File: src/hdl/swc_pkg.sv
// Package with shared constants and types for the servo loop wiring check.
package swc_pkg;

  // ==========================================================================
  // Widths and defaults
  // ==========================================================================
  localparam int COUNT_W = 24;
  localparam int OUT_W = 16;
  localparam int WAIT_W = 32;
  localparam logic [COUNT_W-1:0] RESET_COUNT = 24'h000000;
  localparam logic [OUT_W-1:0] ZERO_VOLT = 16'h0000;
  localparam logic [1:0] RESET_PHASE = 2'h0;
  localparam logic CHECK_ENABLE_DEFAULT = 1'b1;
  localparam logic POLARITY_DEFAULT = 1'b0;
  localparam int GAIN_SHIFT = 0;

  // ==========================================================================
  // Wiring test sequence states
  // ==========================================================================
  typedef enum logic [2:0] {
    SWC_IDLE = 3'h0,
    SWC_LOAD = 3'h1,
    SWC_WAIT = 3'h3,
    SWC_EVAL = 3'h2,
    SWC_RUN = 3'h6,
    SWC_FAULT = 3'h7
  } swc_state_t;

  // ==========================================================================
  // Configuration and status carriers
  // ==========================================================================
  typedef struct packed {
    logic checkEnable;
    logic testDirCcw;
    logic encoderInvert;
    logic [COUNT_W-1:0] testPulses;
    logic [WAIT_W-1:0] waitCycles;
  } swc_cfg_t;

  typedef struct packed {
    logic servoLock;
    logic reverseError;
    logic disconnectError;
    logic testDone;
  } swc_status_t;

endpackage

File: src/hdl/swc_servo_axis.sv
// Error counter, speed output and power-up wiring check for one servo axis.
`timescale 1ns/100ps

module swc_servo_axis #(
  parameter int COUNT_W = swc_pkg::COUNT_W,
  parameter int OUT_W = swc_pkg::OUT_W
) (
  input wire logic mclk,
  input wire logic reset_n,
  input wire logic phaseA,
  input wire logic phaseB,
  input swc_pkg::swc_cfg_t cfg,
  output logic signed [OUT_W-1:0] speedOut,
  output logic servoLock,
  output logic reverseError,
  output logic disconnectError,
  output logic testDone
);
  import swc_pkg::*;

  if (COUNT_W != swc_pkg::COUNT_W || OUT_W < 2 || OUT_W > COUNT_W) begin : gen_width_check
    $error("Unsupported counter or output width.");
  end

  // ==========================================================================
  // Reset release
  // ==========================================================================
  logic rstSync1;
  logic rstN;

  always_ff @(posedge mclk or negedge reset_n) begin
    if (!reset_n) begin
      rstSync1 <= 1'b0;
      rstN <= 1'b0;
    end else begin
      rstSync1 <= 1'b1;
      rstN <= rstSync1;
    end
  end

  // ==========================================================================
  // Feedback decoding
  // ==========================================================================
  logic fbStep;
  logic fbUp;

  swc_quad_decoder decoder (
    .clk(mclk),
    .rstN(rstN),
    .phaseA(phaseA),
    .phaseB(phaseB),
    .invert(cfg.encoderInvert),
    .step(fbStep),
    .stepUp(fbUp)
  );

  // ==========================================================================
  // Sequence state
  // ==========================================================================
  swc_state_t state;
  swc_state_t next_state;
  logic signed [COUNT_W-1:0] errCount;
  logic signed [COUNT_W-1:0] next_errCount;
  logic [WAIT_W-1:0] waitCount;
  logic [COUNT_W-1:0] fbTally;
  logic wrongDir;
  logic signed [COUNT_W-1:0] loadValue;
  logic signed [COUNT_W-1:0] stepDelta;
  logic inLoop;
  logic waitOver;
  logic evalReverse;
  logic evalMissing;
  logic signed [OUT_W-1:0] next_speedOut;
  logic signed [COUNT_W-1:0] maxOut;
  logic signed [COUNT_W-1:0] minOut;

  assign loadValue = cfg.testDirCcw ? -$signed(cfg.testPulses) : $signed(cfg.testPulses);
  assign stepDelta = !fbStep ? RESET_COUNT : (fbUp ? 24'sh000001 : -24'sh000001);
  assign inLoop = (state == SWC_WAIT) || (state == SWC_RUN);
  assign waitOver = waitCount >= cfg.waitCycles;
  // Reverse when feedback opposes test direction.
  assign evalReverse = wrongDir;
  assign evalMissing = !wrongDir && (fbTally < cfg.testPulses);
  assign maxOut = COUNT_W'((1 <<< (OUT_W - 1)) - 1);
  assign minOut = -maxOut;

  always_comb begin
    next_state = state;
    case (state)
      SWC_IDLE: begin
        next_state = cfg.checkEnable ? SWC_LOAD : SWC_RUN;
      end
      SWC_LOAD: begin
        next_state = SWC_WAIT;
      end
      SWC_WAIT: begin
        if (waitOver) begin
          next_state = SWC_EVAL;
        end
      end
      SWC_EVAL: begin
        next_state = (evalReverse || evalMissing) ? SWC_FAULT : SWC_RUN;
      end
      SWC_RUN: next_state = SWC_RUN;
      SWC_FAULT: next_state = SWC_FAULT;
      default: next_state = SWC_IDLE;
    endcase
  end

  always_comb begin
    next_errCount = errCount;
    if (state == SWC_LOAD) begin
      next_errCount = loadValue;
    end else if (inLoop) begin
      // Returning feedback drives count back to zero.
      next_errCount = errCount - stepDelta;
    end else if (state == SWC_FAULT) begin
      next_errCount = RESET_COUNT;
    end
  end

  always_comb begin
    next_speedOut = ZERO_VOLT;
    if (inLoop) begin
      if ((errCount >>> GAIN_SHIFT) > maxOut) begin
        next_speedOut = maxOut[OUT_W-1:0];
      end else if ((errCount >>> GAIN_SHIFT) < minOut) begin
        next_speedOut = minOut[OUT_W-1:0];
      end else begin
        next_speedOut = OUT_W'(errCount >>> GAIN_SHIFT);
      end
    end
  end

  always_ff @(posedge mclk or negedge rstN) begin
    if (!rstN) begin
      state <= SWC_IDLE;
      errCount <= RESET_COUNT;
      waitCount <= '0;
      fbTally <= RESET_COUNT;
      wrongDir <= 1'b0;
    end else begin
      state <= next_state;
      errCount <= next_errCount;
      waitCount <= (state == SWC_WAIT) ? waitCount + 1'b1 : '0;
      if (state == SWC_WAIT && fbStep) begin
        if (fbUp == cfg.testDirCcw) begin
          wrongDir <= 1'b1;
        end else if (fbTally != {COUNT_W{1'b1}}) begin
          fbTally <= fbTally + 1'b1;
        end
      end
    end
  end

  // ==========================================================================
  // Outputs
  // ==========================================================================
  always_ff @(posedge mclk or negedge rstN) begin
    if (!rstN) begin
      speedOut <= ZERO_VOLT;
      servoLock <= 1'b0;
      reverseError <= 1'b0;
      disconnectError <= 1'b0;
      testDone <= 1'b0;
    end else begin
      speedOut <= next_speedOut;
      servoLock <= (next_state == SWC_WAIT) || (next_state == SWC_RUN);
      testDone <= testDone || (state == SWC_EVAL) || (state == SWC_RUN);
      if (state == SWC_EVAL) begin
        reverseError <= reverseError || evalReverse;
        disconnectError <= disconnectError || evalMissing;
      end
    end
  end

endmodule

File: src/hdl/swc_quad_decoder.sv
// Quadrature decoder that turns phase A and B edges into signed count steps.
`timescale 1ns/100ps

module swc_quad_decoder (
  input wire logic clk,
  input wire logic rstN,
  input wire logic phaseA,
  input wire logic phaseB,
  input wire logic invert,
  output logic step,
  output logic stepUp
);
  import swc_pkg::*;

  logic [1:0] prevPhase;
  logic [1:0] currPhase;
  logic changed;
  logic forward;
  logic legal;

  assign currPhase = {phaseA, phaseB};
  assign changed = currPhase != prevPhase;
  assign legal = changed && (currPhase != ~prevPhase);
  assign forward = (prevPhase[1] ^ currPhase[0]);

  always_ff @(posedge clk or negedge rstN) begin
    if (!rstN) begin
      prevPhase <= RESET_PHASE;
      step <= 1'b0;
      stepUp <= 1'b0;
    end else begin
      prevPhase <= currPhase;
      step <= legal;
      stepUp <= forward ^ invert;
    end
  end

endmodule

File: config.mk
export PLATFORM = sky130hd
export DESIGN_NAME = swc_servo_axis
export DESIGN_NICKNAME = d
export VERILOG_FILES = /design/src/hdl/swc_pkg.sv /design/src/hdl/swc_servo_axis.sv /design/src/hdl/swc_quad_decoder.sv
export SDC_FILE = /design/constraint.sdc
export NUM_CORES = 1
export LEC_CHECK = 0
export BUFFER_PORTS_ARGS = -buffer_cell sky130_fd_sc_hd__buf_2
export CAP_MARGIN = 10
export CORE_MARGIN = 2
export CORE_UTILIZATION = 38
export CTS_CLUSTER_DIAMETER = 150
export CTS_CLUSTER_SIZE = 25
export DETAILED_ROUTE_END_ITERATION = 7
export GPL_ROUTABILITY_DRIVEN = 0
export PLACE_DENSITY = 0.62
export SYNTH_ARGS = -nofsm -noshare
export SYNTH_HDL_FRONTEND = slang
export SYNTH_HIERARCHICAL = 1
export SYNTH_SLANG_ARGS = --single-unit
File: constraint.sdc
create_clock -name mclk -period 3.5 [get_ports mclk]
set_clock_uncertainty 0.2 [all_clocks]
set_input_delay 0.525 -clock mclk [delete_from_list [all_inputs] [get_ports mclk]]
set_output_delay 0.525 -clock mclk [all_outputs]
set_load 0.005 [all_outputs]
### Word level (Yosys, flattened, before mapping)

Cells that the tools add are included.

| operators by class | value |
|---|---|
| reduce and logical (&&, ||, !) cells | 15 |
| bitwise operators | 4 |
| eq/ne operators | 11 |
| add/subtract/negate cells | 4 |
| mux-type cells | 14 |
| magnitude comparators | 4 |

Operators with widths:

| operator | count |
|---|---|
| 2-to-1 mux 24 bit | 6 |
| 2-to-1 mux 16 bit | 3 |
| adder 32 x 1 -> 32 bit, second input constant | 1 |
| >= comparator 32 bit | 1 |
| 2-to-1 mux 32 bit | 1 |
| adder 24 x 1 -> 24 bit, second input constant | 1 |
| greater-than comparator 24 x 16 -> 1 bit, second input constant | 1 |
| < comparator 24 x 16 -> 1 bit, second input constant | 1 |
| < comparator 24 bit | 1 |
| inequality test 24 bit, second input constant | 1 |
| negator 24 bit | 1 |
| subtractor 24 bit | 1 |
| case mux 3 bit (6 select lines) | 1 |
| equality test 3 x 2 -> 1 bit, second input constant | 3 |
| equality test 3 bit, second input constant | 3 |
| logical OR 1 bit | 7 |
| 2-to-1 mux 3 bit | 2 |
| inequality test 2 bit | 2 |
| equality test 3 x 1 -> 1 bit, second input constant | 1 |
| logical AND 1 bit | 3 |
| logical NOT 3 bit | 1 |
| AND reduction 3 bit | 1 |
| nonzero test 3 bit | 1 |
| inverter 2 bit | 1 |
| other kinds (6) | 7 |

| storage, ports and cells | value |
|---|---|
| flip-flop bits (word level) | 110 |
| input bits | 63 |
| logic and storage cells | 67 |
| output and inout port bits | 20 |

### Logic depth before layout (Yosys ltp)

Gate-level depths: netlist (run 1).

| depth | value |
|---|---|
| depth after elaboration | 7 |
| depth in mapped cells | 11 |
| gate-level depth less buffers | 11 |

### Hierarchy

Netlist (run 1), hierarchy kept.

By module, submodules not included:

| module | cells each | times used | area each (sq um) |
|---|---|---|---|
| swc_servo_axis | 894 | 1 | 7823.8 |
| swc_quad_decoder | 8 | 1 | 135.1 |

### Worst setup path after synthesis (run 1)

Ideal clock, no wire load.

| path | value |
|---|---|
| path type | flip-flop to flip-flop |
| start | register decoder.stepUp |
| end | register errCount[23] |
| arrival time | 2.776 ns |
| period minus slack after synthesis | 3.102 ns |
| required time | 3.174 ns |
| cell stages (with the launch flop) | 11 |
| slack | 0.398 ns |
| path buffers | 1 |
| cell sequence | dfrtp_1 nand2b_1 ha_1 clkbuf_1 a21oi_2 o21ai_0 a31oi_1 o211ai_1 nor4b_1 nor4_1 a221o_1 |

| between the ends | value |
|---|---|
| cells in the longest elaborated chain, start to end | 5 |

Ends and longest elaborated chain:

| item | RTL line | RTL |
|---|---|---|
| from (decl) | swc_quad_decoder.sv:11 | `output logic stepUp` |
| from (signal assigned) | swc_quad_decoder.sv:34 | `stepUp <= forward ^ invert;` |
| 2-to-1 mux 24 bit (2 in a row) | swc_servo_axis.sv:78 | `assign stepDelta = !fbStep ? RESET_COUNT : (fbUp ? 24'sh000001 : -24'sh000001);` |
| subtractor 24 bit | swc_servo_axis.sv:116 | `next_errCount = errCount - stepDelta;` |
| 2-to-1 mux 24 bit | swc_servo_axis.sv:114 | `end else if (inLoop) begin` |
| 2-to-1 mux 24 bit | swc_servo_axis.sv:112 | `if (state == SWC_LOAD) begin` |
| to (signal assigned) | swc_servo_axis.sv:144 | `errCount <= next_errCount;` |
| to (decl) | swc_servo_axis.sv:62 | `logic signed [COUNT_W-1:0] errCount;` |

Every way passes these cells.
A chain may end at the register's enable or synchronous reset.

### Worst setup path after layout (run 1)

Same ends and word-level chain as after synthesis.

==> flow_summary.html, run 1 <==
<table>
<tr><th>Metric</th><th>Value</th></tr>
<tr><th colspan="2">Setup path</th></tr>
<tr><td>Arr. time, crit path</td><td>3.14 ns</td></tr>
<tr><td>Crit path largest cell delay</td><td>0.47 ns</td></tr>
<tr><td>Kind of critical path</td><td>reg2reg</td></tr>
<tr><td>Req. time, crit path</td><td>3.55 ns</td></tr>
<tr><td>Crit end category</td><td>flop</td></tr>
<tr><td>CP max-delay cell</td><td>ha_1</td></tr>
<tr><td>Cell-by-cell trace of the critical path</td><td>nand2b_2, ha_1, a21oi_2, o21ai_0, a31oi_1, o211ai_1, nor4b_1, nor4_1, a221o_1</td></tr>
<tr><td>Launching element type of the critical path</td><td>flop</td></tr>
<tr><td>Largest fanout on the critical path</td><td>15</td></tr>
<tr><th colspan="2">Synth</th></tr>
<tr><td>Part of the Yosys area used for sequential elements</td><td>34.6%</td></tr>
<tr><td>Mapped Avg Cell Area</td><td>8.82 µm²</td></tr>
<tr><td>Synth top area share</td><td>34.6%</td></tr>
<tr><td>Cell count after synthesis</td><td>902</td></tr>
<tr><td>Number of enable flip-flop cells after synthesis</td><td>0</td></tr>
<tr><td>Count of different cell masters after synthesis</td><td>66</td></tr>
<tr><td>Netlist Area Pre-Place</td><td>0.00796 mm²</td></tr>
<tr><td>Nets in the synthesized netlist</td><td>1,047</td></tr>
<tr><td>Register bit total from synthesis</td><td>110</td></tr>
<tr><td>Post-synthesis cell type with the largest combined area</td><td>dfrtp_1</td></tr>
<tr><td>Leading post-synthesis cells by cell area</td><td>dfrtp_1, ha_1, xnor2_1, inv_1, a21oi_1</td></tr>
<tr><td>Most frequent cell after synthesis</td><td>dfrtp_1</td></tr>
<tr><td>Fraction of registers with async set/reset</td><td>100%</td></tr>
<tr><td>Most common library cells after synthesis</td><td>dfrtp_1, ha_1, inv_1</td></tr>
<tr><td>Top FF cell, synth</td><td>dfrtp_1</td></tr>
<tr><td>Warnings, synthesis</td><td>6</td></tr>
<tr><th colspan="2">Placed design</th></tr>
<tr><td>Number of buffer cells added on primary ports</td><td>82</td></tr>
<tr><td>Final HPWL from detailed placement</td><td>15.4 mm</td></tr>
<tr><th colspan="2">Pwr</th></tr>
<tr><td>Power per cell area</td><td>567 mW/mm²</td></tr>
<tr><td>Static leakage power</td><td>4.22 nW</td></tr>
<tr><td>Peak supply drop</td><td>340 µV</td></tr>
<tr><th colspan="2">Routing</th></tr>
<tr><td>Remaining antenna violation count after routing</td><td>0</td></tr>
<tr><td>Number of vias in the routed layout</td><td>6,699</td></tr>
<tr><td>DRT iter0 DRCs</td><td>499</td></tr>
<tr><td>WL/cell</td><td>15.9 µm</td></tr>
<tr><td>Total Wirelength</td><td>20.0 mm</td></tr>
<tr><td>Vias per std cell</td><td>5.33</td></tr>
<tr><td>First-pass iteration count of the detailed router</td><td>5</td></tr>
<tr><td>Post-route DRC</td><td>0</td></tr>
<tr><th colspan="2">Floorplan</th></tr>
<tr><td>Core ar.</td><td>0.0204 mm²</td></tr>
<tr><td>Horiz. Die Dim</td><td>149 µm</td></tr>
<tr><td>I/O pin count</td><td>83</td></tr>
<tr><td>Floorplan die height</td><td>149 µm</td></tr>
<tr><td>Site Rows</td><td>52</td></tr>
<tr><td>Die area</td><td>0.0221 mm²</td></tr>
<tr><td>Initial Util</td><td>39.1%</td></tr>
<tr><th colspan="2">Global route</th></tr>
<tr><td>Total grt overflow</td><td>0</td></tr>
<tr><td>Number of antenna violations at the first check in global routing</td><td>0</td></tr>
<tr><td>Number of global-route vias before repair</td><td>6,414</td></tr>
<tr><td>Maximum number of pins on one net before global-route repair</td><td>69</td></tr>
<tr><td>Global routing usage summed across all routing layers</td><td>18.5%</td></tr>
<tr><td>First-pass GRT wire length</td><td>32.4 mm</td></tr>
<tr><th colspan="2">Timing</th></tr>
<tr><td>Transition at the pin with the smallest max-transition slack</td><td>0.885 ns</td></tr>
<tr><td>F_max</td><td>324 MHz</td></tr>
<tr><td>Final sum of negative setup slack</td><td>0 ns</td></tr>
<tr><td>Tightest hold margin</td><td>0.0929 ns</td></tr>
<tr><td>Total of endpoints with negative setup slack in the final report</td><td>0</td></tr>
<tr><td>Setup repair after global routing missed its margin</td><td>false</td></tr>
<tr><td>Final hold viol count</td><td>0</td></tr>
<tr><td>Max-slew headroom at the worst pin</td><td>41.0%</td></tr>
<tr><td>Number of max-slew violations in the final report</td><td>0</td></tr>
<tr><td>Fin crit period</td><td>3.09 ns</td></tr>
<tr><td>Period Utilization, post-route</td><td>88.3%</td></tr>
<tr><th colspan="2">Layout</th></tr>
<tr><td>Share of post-route cells with drive strength above 1</td><td>12.7%</td></tr>
<tr><td>Number of inserted diodes</td><td>0</td></tr>
<tr><td>Layout Area Growth over Synthesis</td><td>13.2%</td></tr>
<tr><td>Final nets</td><td>1,126</td></tr>
<tr><th colspan="2">Clocking</th></tr>
<tr><td>Number of buffers created by CTS</td><td>9</td></tr>
<tr><td>CTS max path bufs</td><td>2</td></tr>
<tr><td>CTS tree</td><td>done</td></tr>
<tr><td>Count of H-tree levels built during CTS</td><td>3</td></tr>
<tr><td>Clk Tree Root Cell</td><td>clkbuf_16</td></tr>
<tr><td>Number of sinks on the clock net</td><td>110</td></tr>
<tr><td>Clock network latency to the later pin of the worst-skew pair</td><td>0.36 ns</td></tr>
<tr><td>Clock-pin transition on the worst setup and hold timing paths</td><td>0.08 ns</td></tr>
<tr><th colspan="2">Worst hold path</th></tr>
<tr><td>Hold WC Path Type</td><td>in2reg</td></tr>
<tr><th colspan="2">Flow run</th></tr>
<tr><td>Max-Cap Viols</td><td>0</td></tr>
<tr><th colspan="2">Outcome</th></tr>
<tr><td>Result of the run</td><td>completed</td></tr>
</table>
## layout make-up
type,instances,area [µm²]
well taps,270,338
clock inverters,7,73.8
multi-input cells,687,4800
fillers,2017,11400
flip-flops and latches,110,2760
repair buffers,96,531
clock buffers,9,225
inverters,77,289
## metrics by stage
| step | setup WS [ns] | std cells | total power [mW] | area, µm² | util (%) |
|---|---|---|---|---|---|
| after floorplan | 0.00875 | 902 | 3.40 | 7960 | - |
| after global placement | 0.282 | 1239 | 4.05 | 8700 | 42.7 |
| after detailed placement | 0.257 | 1239 | 4.07 | 8700 | 42.7 |
| after CTS | 0.221 | 1256 | 5.13 | 9010 | 44.2 |
| after global routing | 0.0668 | 1256 | 5.50 | 9010 | 44.2 |
| final | 0.410 | 1256 | 5.11 | 9010 | 44.2 |
## layout by cell type, fill, tap and decap left out, types with 5 or more instances in the layout
cell type / count
nand3_1: 32
xnor2_1: 58
a31oi_1: 8
inv_1: 77
xor2_1: 29
o21ai_0: 48
clkbuf_16: 9
and3_1: 12
nor4_1: 12
and4_1: 7
nand2_1: 57
ha_1: 81
a21oi_1: 56
nand4_1: 35
dfrtp_1: 109
nor3_1: 16
buf_4: 12
and2_1: 6
a21o_1: 15
o21bai_1: 5
nand2b_1: 10
a22oi_1: 13
nor2b_1: 9
buf_2: 82
or3_1: 6
nor2_1: 73
o21a_1: 24
## final timing paths
| path | startpoint | endpoint | slack (ns) | cells past startpoint |
|---|---|---|---|---|
| max in group asynchronous | rstN$_DFF_PN0_ | errCount[16]$_DFFE_PN0P_ | 2.12 | 1 |
| min in group asynchronous | rstN$_DFF_PN0_ | fbTally[5]$_DFFE_PN0P_ | 0.25 | 0 |
| min reg2reg | rstSync1$_DFF_PN0_ | rstN$_DFF_PN0_ | 0.15 | 0 |
| min | phaseA | decoder/prevPhase[1]$_DFF_PN0_ | 0.09 | 1 |
| max | decoder/stepUp$_DFF_PN0_ | errCount[23]$_DFFE_PN0P_ | 0.41 | 9 |
| max reg2reg | decoder/stepUp$_DFF_PN0_ | errCount[23]$_DFFE_PN0P_ | 0.41 | 9 |
## routing by layer
metal	part of all wire [%]	vias to the layer above	GRT usage (%)	routed length, µm
li1	-	3396	-	-
met1	50	3136	26.6	9910
met2	44	146	29.0	8760
met3	4.6	21	2.45	914
met4	1.8	0	5.90	362
met5	0	-	0	0
## registers in the layout, indices dropped and copies added (netlist names)
| name | count |
|---|---|
| speedOut | 16 |
| rstN | 1 |
| evalReverse | 1 |
| disconnectError | 1 |
| fbTally | 24 |
| decoder/step | 1 |
| errCount | 24 |
| reverseError | 1 |
| decoder/prevPhase | 2 |
| rstSync1 | 1 |
| servoLock | 1 |
| state | 3 |
| waitCount | 32 |
| decoder/stepUp | 1 |
| testDone | 1 |
## worst max-delay path, delay by kind of cell, from the launching register on
family	cells	cell delay (ns)
compound gates	5	1.09
simple gates	3	0.83
fa+ha+maj	1	0.47
flops	1	0.39
## timing repair
item,CTS,global route
hold buffers,1,0
resized for setup,0,1
endpoints found under the setup margin,0,4
hold endpoints to repair,2,0
buffers inserted,0,0
## power breakdown
part           switching [mW]  total, mW  internal, mW
Combinational            1.39       2.38         0.988
Clock                   0.528       1.04         0.508
Sequential              0.213       1.69          1.48
Total                    2.13       5.11          2.97
## kinds of logic after synthesis
family          share of synthesized area [%]
compound gates                           18.0
xor+xnor                                 9.57
fa+ha+maj                                13.0
buf+inv                                  5.16
flops                                    34.6
mux                                     0.707
other cells                            0.0471
simple gates                             19.0
(Power assumes the default switching activity.)
==> inputs of run 2 (changes only) <==
RECOVER_POWER = 25   (was default)
==> run 2 against run 1 <==
Fmax is 0.53% lower; register-to-register slack worse by 0.02 ns; final cell count stayed put; critical path depth stayed put; critical endpoint unchanged; largest cell class unchanged.
==> flow_summary.html, run 2 (synthesis gave the netlist of run 1 again) <==
<table>
<tr><th>Metric</th><th>Value</th></tr>
<tr><th colspan="2">Floorplan</th></tr>
<tr><td>Floorplan die height</td><td>149 µm (unchanged)</td></tr>
<tr><td>Core ar.</td><td>0.0204 mm² (unchanged)</td></tr>
<tr><td>Initial Util</td><td>39.1% (unchanged)</td></tr>
<tr><td>Die area</td><td>0.0221 mm² (unchanged)</td></tr>
<tr><td>I/O pin count</td><td>83 (unchanged)</td></tr>
<tr><td>Horiz. Die Dim</td><td>149 µm (unchanged)</td></tr>
<tr><td>Site Rows</td><td>52 (unchanged)</td></tr>
<tr><th colspan="2">Layout</th></tr>
<tr><td>Final nets</td><td>1,126 (unchanged)</td></tr>
<tr><td>Final instance area</td><td>0.00900 mm² (-0.11%)</td></tr>
<tr><td>Flip-flop count of the largest register, all copies and words added</td><td>32 (unchanged)</td></tr>
<tr><td>Regs by FF count</td><td>waitCount x32, errCount x24, fbTally x24</td></tr>
<tr><td>Commonest non-fill, non-tap cell in the layout</td><td>dfrtp_1</td></tr>
<tr><td>Share of post-route cells with drive strength above 1</td><td>12.3% (-0.41 points)</td></tr>
<tr><td>Fill cell total of the finished layout</td><td>2,023 (+0.30%)</td></tr>
<tr><td>Most flops, register</td><td>waitCount</td></tr>
<tr><td>Number of inserted diodes</td><td>0 (unchanged)</td></tr>
<tr><td>Commonest cells after routing, fill and taps aside</td><td>dfrtp_1, ha_1, buf_2, inv_1, nor2_1</td></tr>
<tr><td>Final cell count without fillers</td><td>1,256 (unchanged)</td></tr>
<tr><td>Layout Area Growth over Synthesis</td><td>13.1%</td></tr>
<tr><th colspan="2">Placed design</th></tr>
<tr><td>Pre-CTS setup slack</td><td>0.257 ns (unchanged)</td></tr>
<tr><td>Number of buffer cells added on primary ports</td><td>82 (unchanged)</td></tr>
<tr><td>Placed Instance Area</td><td>0.00870 mm² (unchanged)</td></tr>
<tr><td>Number of placed cells counting well taps</td><td>1,239 (unchanged)</td></tr>
<tr><td>Final HPWL from detailed placement</td><td>15.4 mm (unchanged)</td></tr>
<tr><th colspan="2">Setup path</th></tr>
<tr><td>R2R Setup Slk</td><td>0.39 ns (-0.02 ns)</td></tr>
<tr><td>Terminus of the critical flop-to-flop path</td><td>errCount[23]$_DFFE_PN0P_</td></tr>
<tr><td>Crit end category</td><td>flop</td></tr>
<tr><td>Launching element type of the critical path</td><td>flop</td></tr>
<tr><td>Arr. time, crit path</td><td>3.15 ns (about the same)</td></tr>
<tr><td>Crit. Startpoint</td><td>decoder/stepUp$_DFF_PN0_</td></tr>
<tr><td>Largest fanout on the critical path</td><td>15 (unchanged)</td></tr>
<tr><td>Capture point of the critical path</td><td>errCount[23]$_DFFE_PN0P_</td></tr>
<tr><td>Kind of critical path</td><td>reg2reg</td></tr>
<tr><td>FF-to-FF Start</td><td>decoder/stepUp$_DFF_PN0_</td></tr>
<tr><td>Req. time, crit path</td><td>3.55 ns (about the same)</td></tr>
<tr><td>Depth of the most critical reg-to-reg path</td><td>9 (unchanged)</td></tr>
<tr><th colspan="2">Timing</th></tr>
<tr><td>Slack of the critical path</td><td>0.393 ns (-0.0163 ns)</td></tr>
<tr><td>Max-slew headroom at the worst pin</td><td>1.43% (-40 points)</td></tr>
<tr><td>Transition at the pin with the smallest max-transition slack</td><td>1.48 ns (+0.593 ns)</td></tr>
<tr><td>Final sum of negative setup slack</td><td>0 ns (unchanged)</td></tr>
<tr><td>Total of endpoints with negative setup slack in the final report</td><td>0 (unchanged)</td></tr>
<tr><td>Tightest hold margin</td><td>0.103 ns (+0.0105 ns)</td></tr>
<tr><td>F_max</td><td>322 MHz (-0.53%)</td></tr>
<tr><td>Final hold viol count</td><td>0 (unchanged)</td></tr>
<tr><td>Setup repair after global routing missed its margin</td><td>false</td></tr>
<tr><td>Period Utilization, post-route</td><td>88.8% (+0.47 points)</td></tr>
<tr><td>Fin crit period</td><td>3.11 ns (+0.0163 ns)</td></tr>
<tr><td>Number of max-slew violations in the final report</td><td>0 (unchanged)</td></tr>
<tr><th colspan="2">Pwr</th></tr>
<tr><td>Peak supply drop</td><td>340 µV (about the same)</td></tr>
<tr><td>Static leakage power</td><td>4.21 nW (-0.27%)</td></tr>
<tr><td>Power per cell area</td><td>567 mW/mm² (about the same)</td></tr>
<tr><th colspan="2">Routing</th></tr>
<tr><td>Vias per std cell</td><td>5.32 (-0.25%)</td></tr>
<tr><td>First-pass iteration count of the detailed router</td><td>5 (unchanged)</td></tr>
<tr><td>Number of vias in the routed layout</td><td>6,682 (-0.25%)</td></tr>
<tr><td>WL/cell</td><td>15.9 µm (-0.13%)</td></tr>
<tr><td>DRT iter0 DRCs</td><td>492 (-1.4%)</td></tr>
<tr><td>Total Wirelength</td><td>19.9 mm (-0.13%)</td></tr>
<tr><td>Post-route DRC</td><td>0 (unchanged)</td></tr>
<tr><td>Remaining antenna violation count after routing</td><td>0 (unchanged)</td></tr>
<tr><th colspan="2">Worst hold path</th></tr>
<tr><td>Hold WC Path Type</td><td>in2reg</td></tr>
<tr><th colspan="2">Clocking</th></tr>
<tr><td>CTS max path bufs</td><td>2 (unchanged)</td></tr>
<tr><td>CTS tree</td><td>done</td></tr>
<tr><td>Number of buffers created by CTS</td><td>9 (unchanged)</td></tr>
<tr><td>Count of H-tree levels built during CTS</td><td>3 (unchanged)</td></tr>
<tr><td>Clock network latency to the later pin of the worst-skew pair</td><td>0.36 ns (about the same)</td></tr>
<tr><td>Clk Tree Root Cell</td><td>clkbuf_16</td></tr>
<tr><td>Clock-pin transition on the worst setup and hold timing paths</td><td>0.08 ns (about the same)</td></tr>
<tr><td>Number of sinks on the clock net</td><td>110 (unchanged)</td></tr>
<tr><th colspan="2">Global route</th></tr>
<tr><td>Total grt overflow</td><td>0 (unchanged)</td></tr>
<tr><td>Number of global-route vias before repair</td><td>6,414 (unchanged)</td></tr>
<tr><td>First-pass GRT wire length</td><td>32.4 mm (unchanged)</td></tr>
<tr><td>Global routing usage summed across all routing layers</td><td>18.5% (unchanged)</td></tr>
<tr><td>Number of antenna violations at the first check in global routing</td><td>0 (unchanged)</td></tr>
<tr><td>Maximum number of pins on one net before global-route repair</td><td>69 (unchanged)</td></tr>
<tr><th colspan="2">Outcome</th></tr>
<tr><td>Result of the run</td><td>completed</td></tr>
<tr><th colspan="2">Flow run</th></tr>
<tr><td>Max-Cap Viols</td><td>0 (unchanged)</td></tr>
</table>
## run 2: cell types whose count changed in the layout (fill, tap and decap cells not counted)
cell,previous run,this run
buf_4,12,11
dfrtp_4,1,0
dfrtp_2,0,1
clkbuf_1,0,4
buf_2,82,79
## run 2: worst min path at each step
stage / slack (ns) / endpoint / from / cells after the start
after detailed placement: 0.11 / rstN$_DFF_PN0_ / reset_n / 1
after global routing: 0.10 / decoder/prevPhase[0]$_DFF_PN0_ / phaseB / 1
after CTS: 0.08 / decoder/prevPhase[0]$_DFF_PN0_ / phaseB / 1
after floorplan: 0.03 / rstN$_DFF_PN0_ / reset_n / 0
final: 0.10 / decoder/prevPhase[1]$_DFF_PN0_ / phaseA / 1
after global placement: 0.11 / rstSync1$_DFF_PN0_ / reset_n / 1
## run 2: metrics by stage
stage / total power [mW] / utilization, %
2_1_floorplan: 3.40 / -
3_3_place_gp: 4.05 / 42.7
3_5_place_dp: 4.07 / 42.7
4_1_cts: 5.13 / 44.2
5_1_grt: 5.50 / 44.2
6_report: 5.11 / 44.2
## run 2: repair_timing
action,4_1_cts,5_1_grt
resized for setup,0,1
buffers inserted,0,0
hold buffers,1,0
endpoints found under the hold margin,2,0
endpoints found under the setup margin,0,4
## run 2: cell type report
| cell class | count | area (µm²) | share of cell area [%] |
|---|---|---|---|
| repair buffers | 96 | 523 | 5.81 |
| clock inverters | 7 | 73.8 | 0.820 |
| clock buffers | 9 | 225 | 2.50 |
| flip-flops and latches | 110 | 2750 | 30.6 |
| well taps | 270 | 338 | 3.75 |
| multi-input cells | 687 | 4800 | 53.3 |
| inverters | 77 | 289 | 3.21 |
## run 2: critical path, cell delays in order (launching register included)
cell and delay [ns]:
dfrtp_1 0.39, nand2b_2 0.38, ha_1 0.48, a21oi_2 0.25
o21ai_0 0.13, a31oi_1 0.21, o211ai_1 0.24, nor4b_1 0.37
nor4_1 0.09, a221o_1 0.26
## run 2: power breakdown
group,leakage (nW),switching (mW),internal [mW]
Combinational,2.60,1.39,0.987
Sequential,1.46,0.214,1.48
Clock,0.147,0.529,0.508
## run 2: per-layer routing
layer	share of wire, %	vias up	GRT usage [%]
met5	0	-	0
met4	1.8	0	5.90
met1	49	3102	26.6
li1	-	3397	-
met2	44	162	29.0
met3	5.5	21	2.45
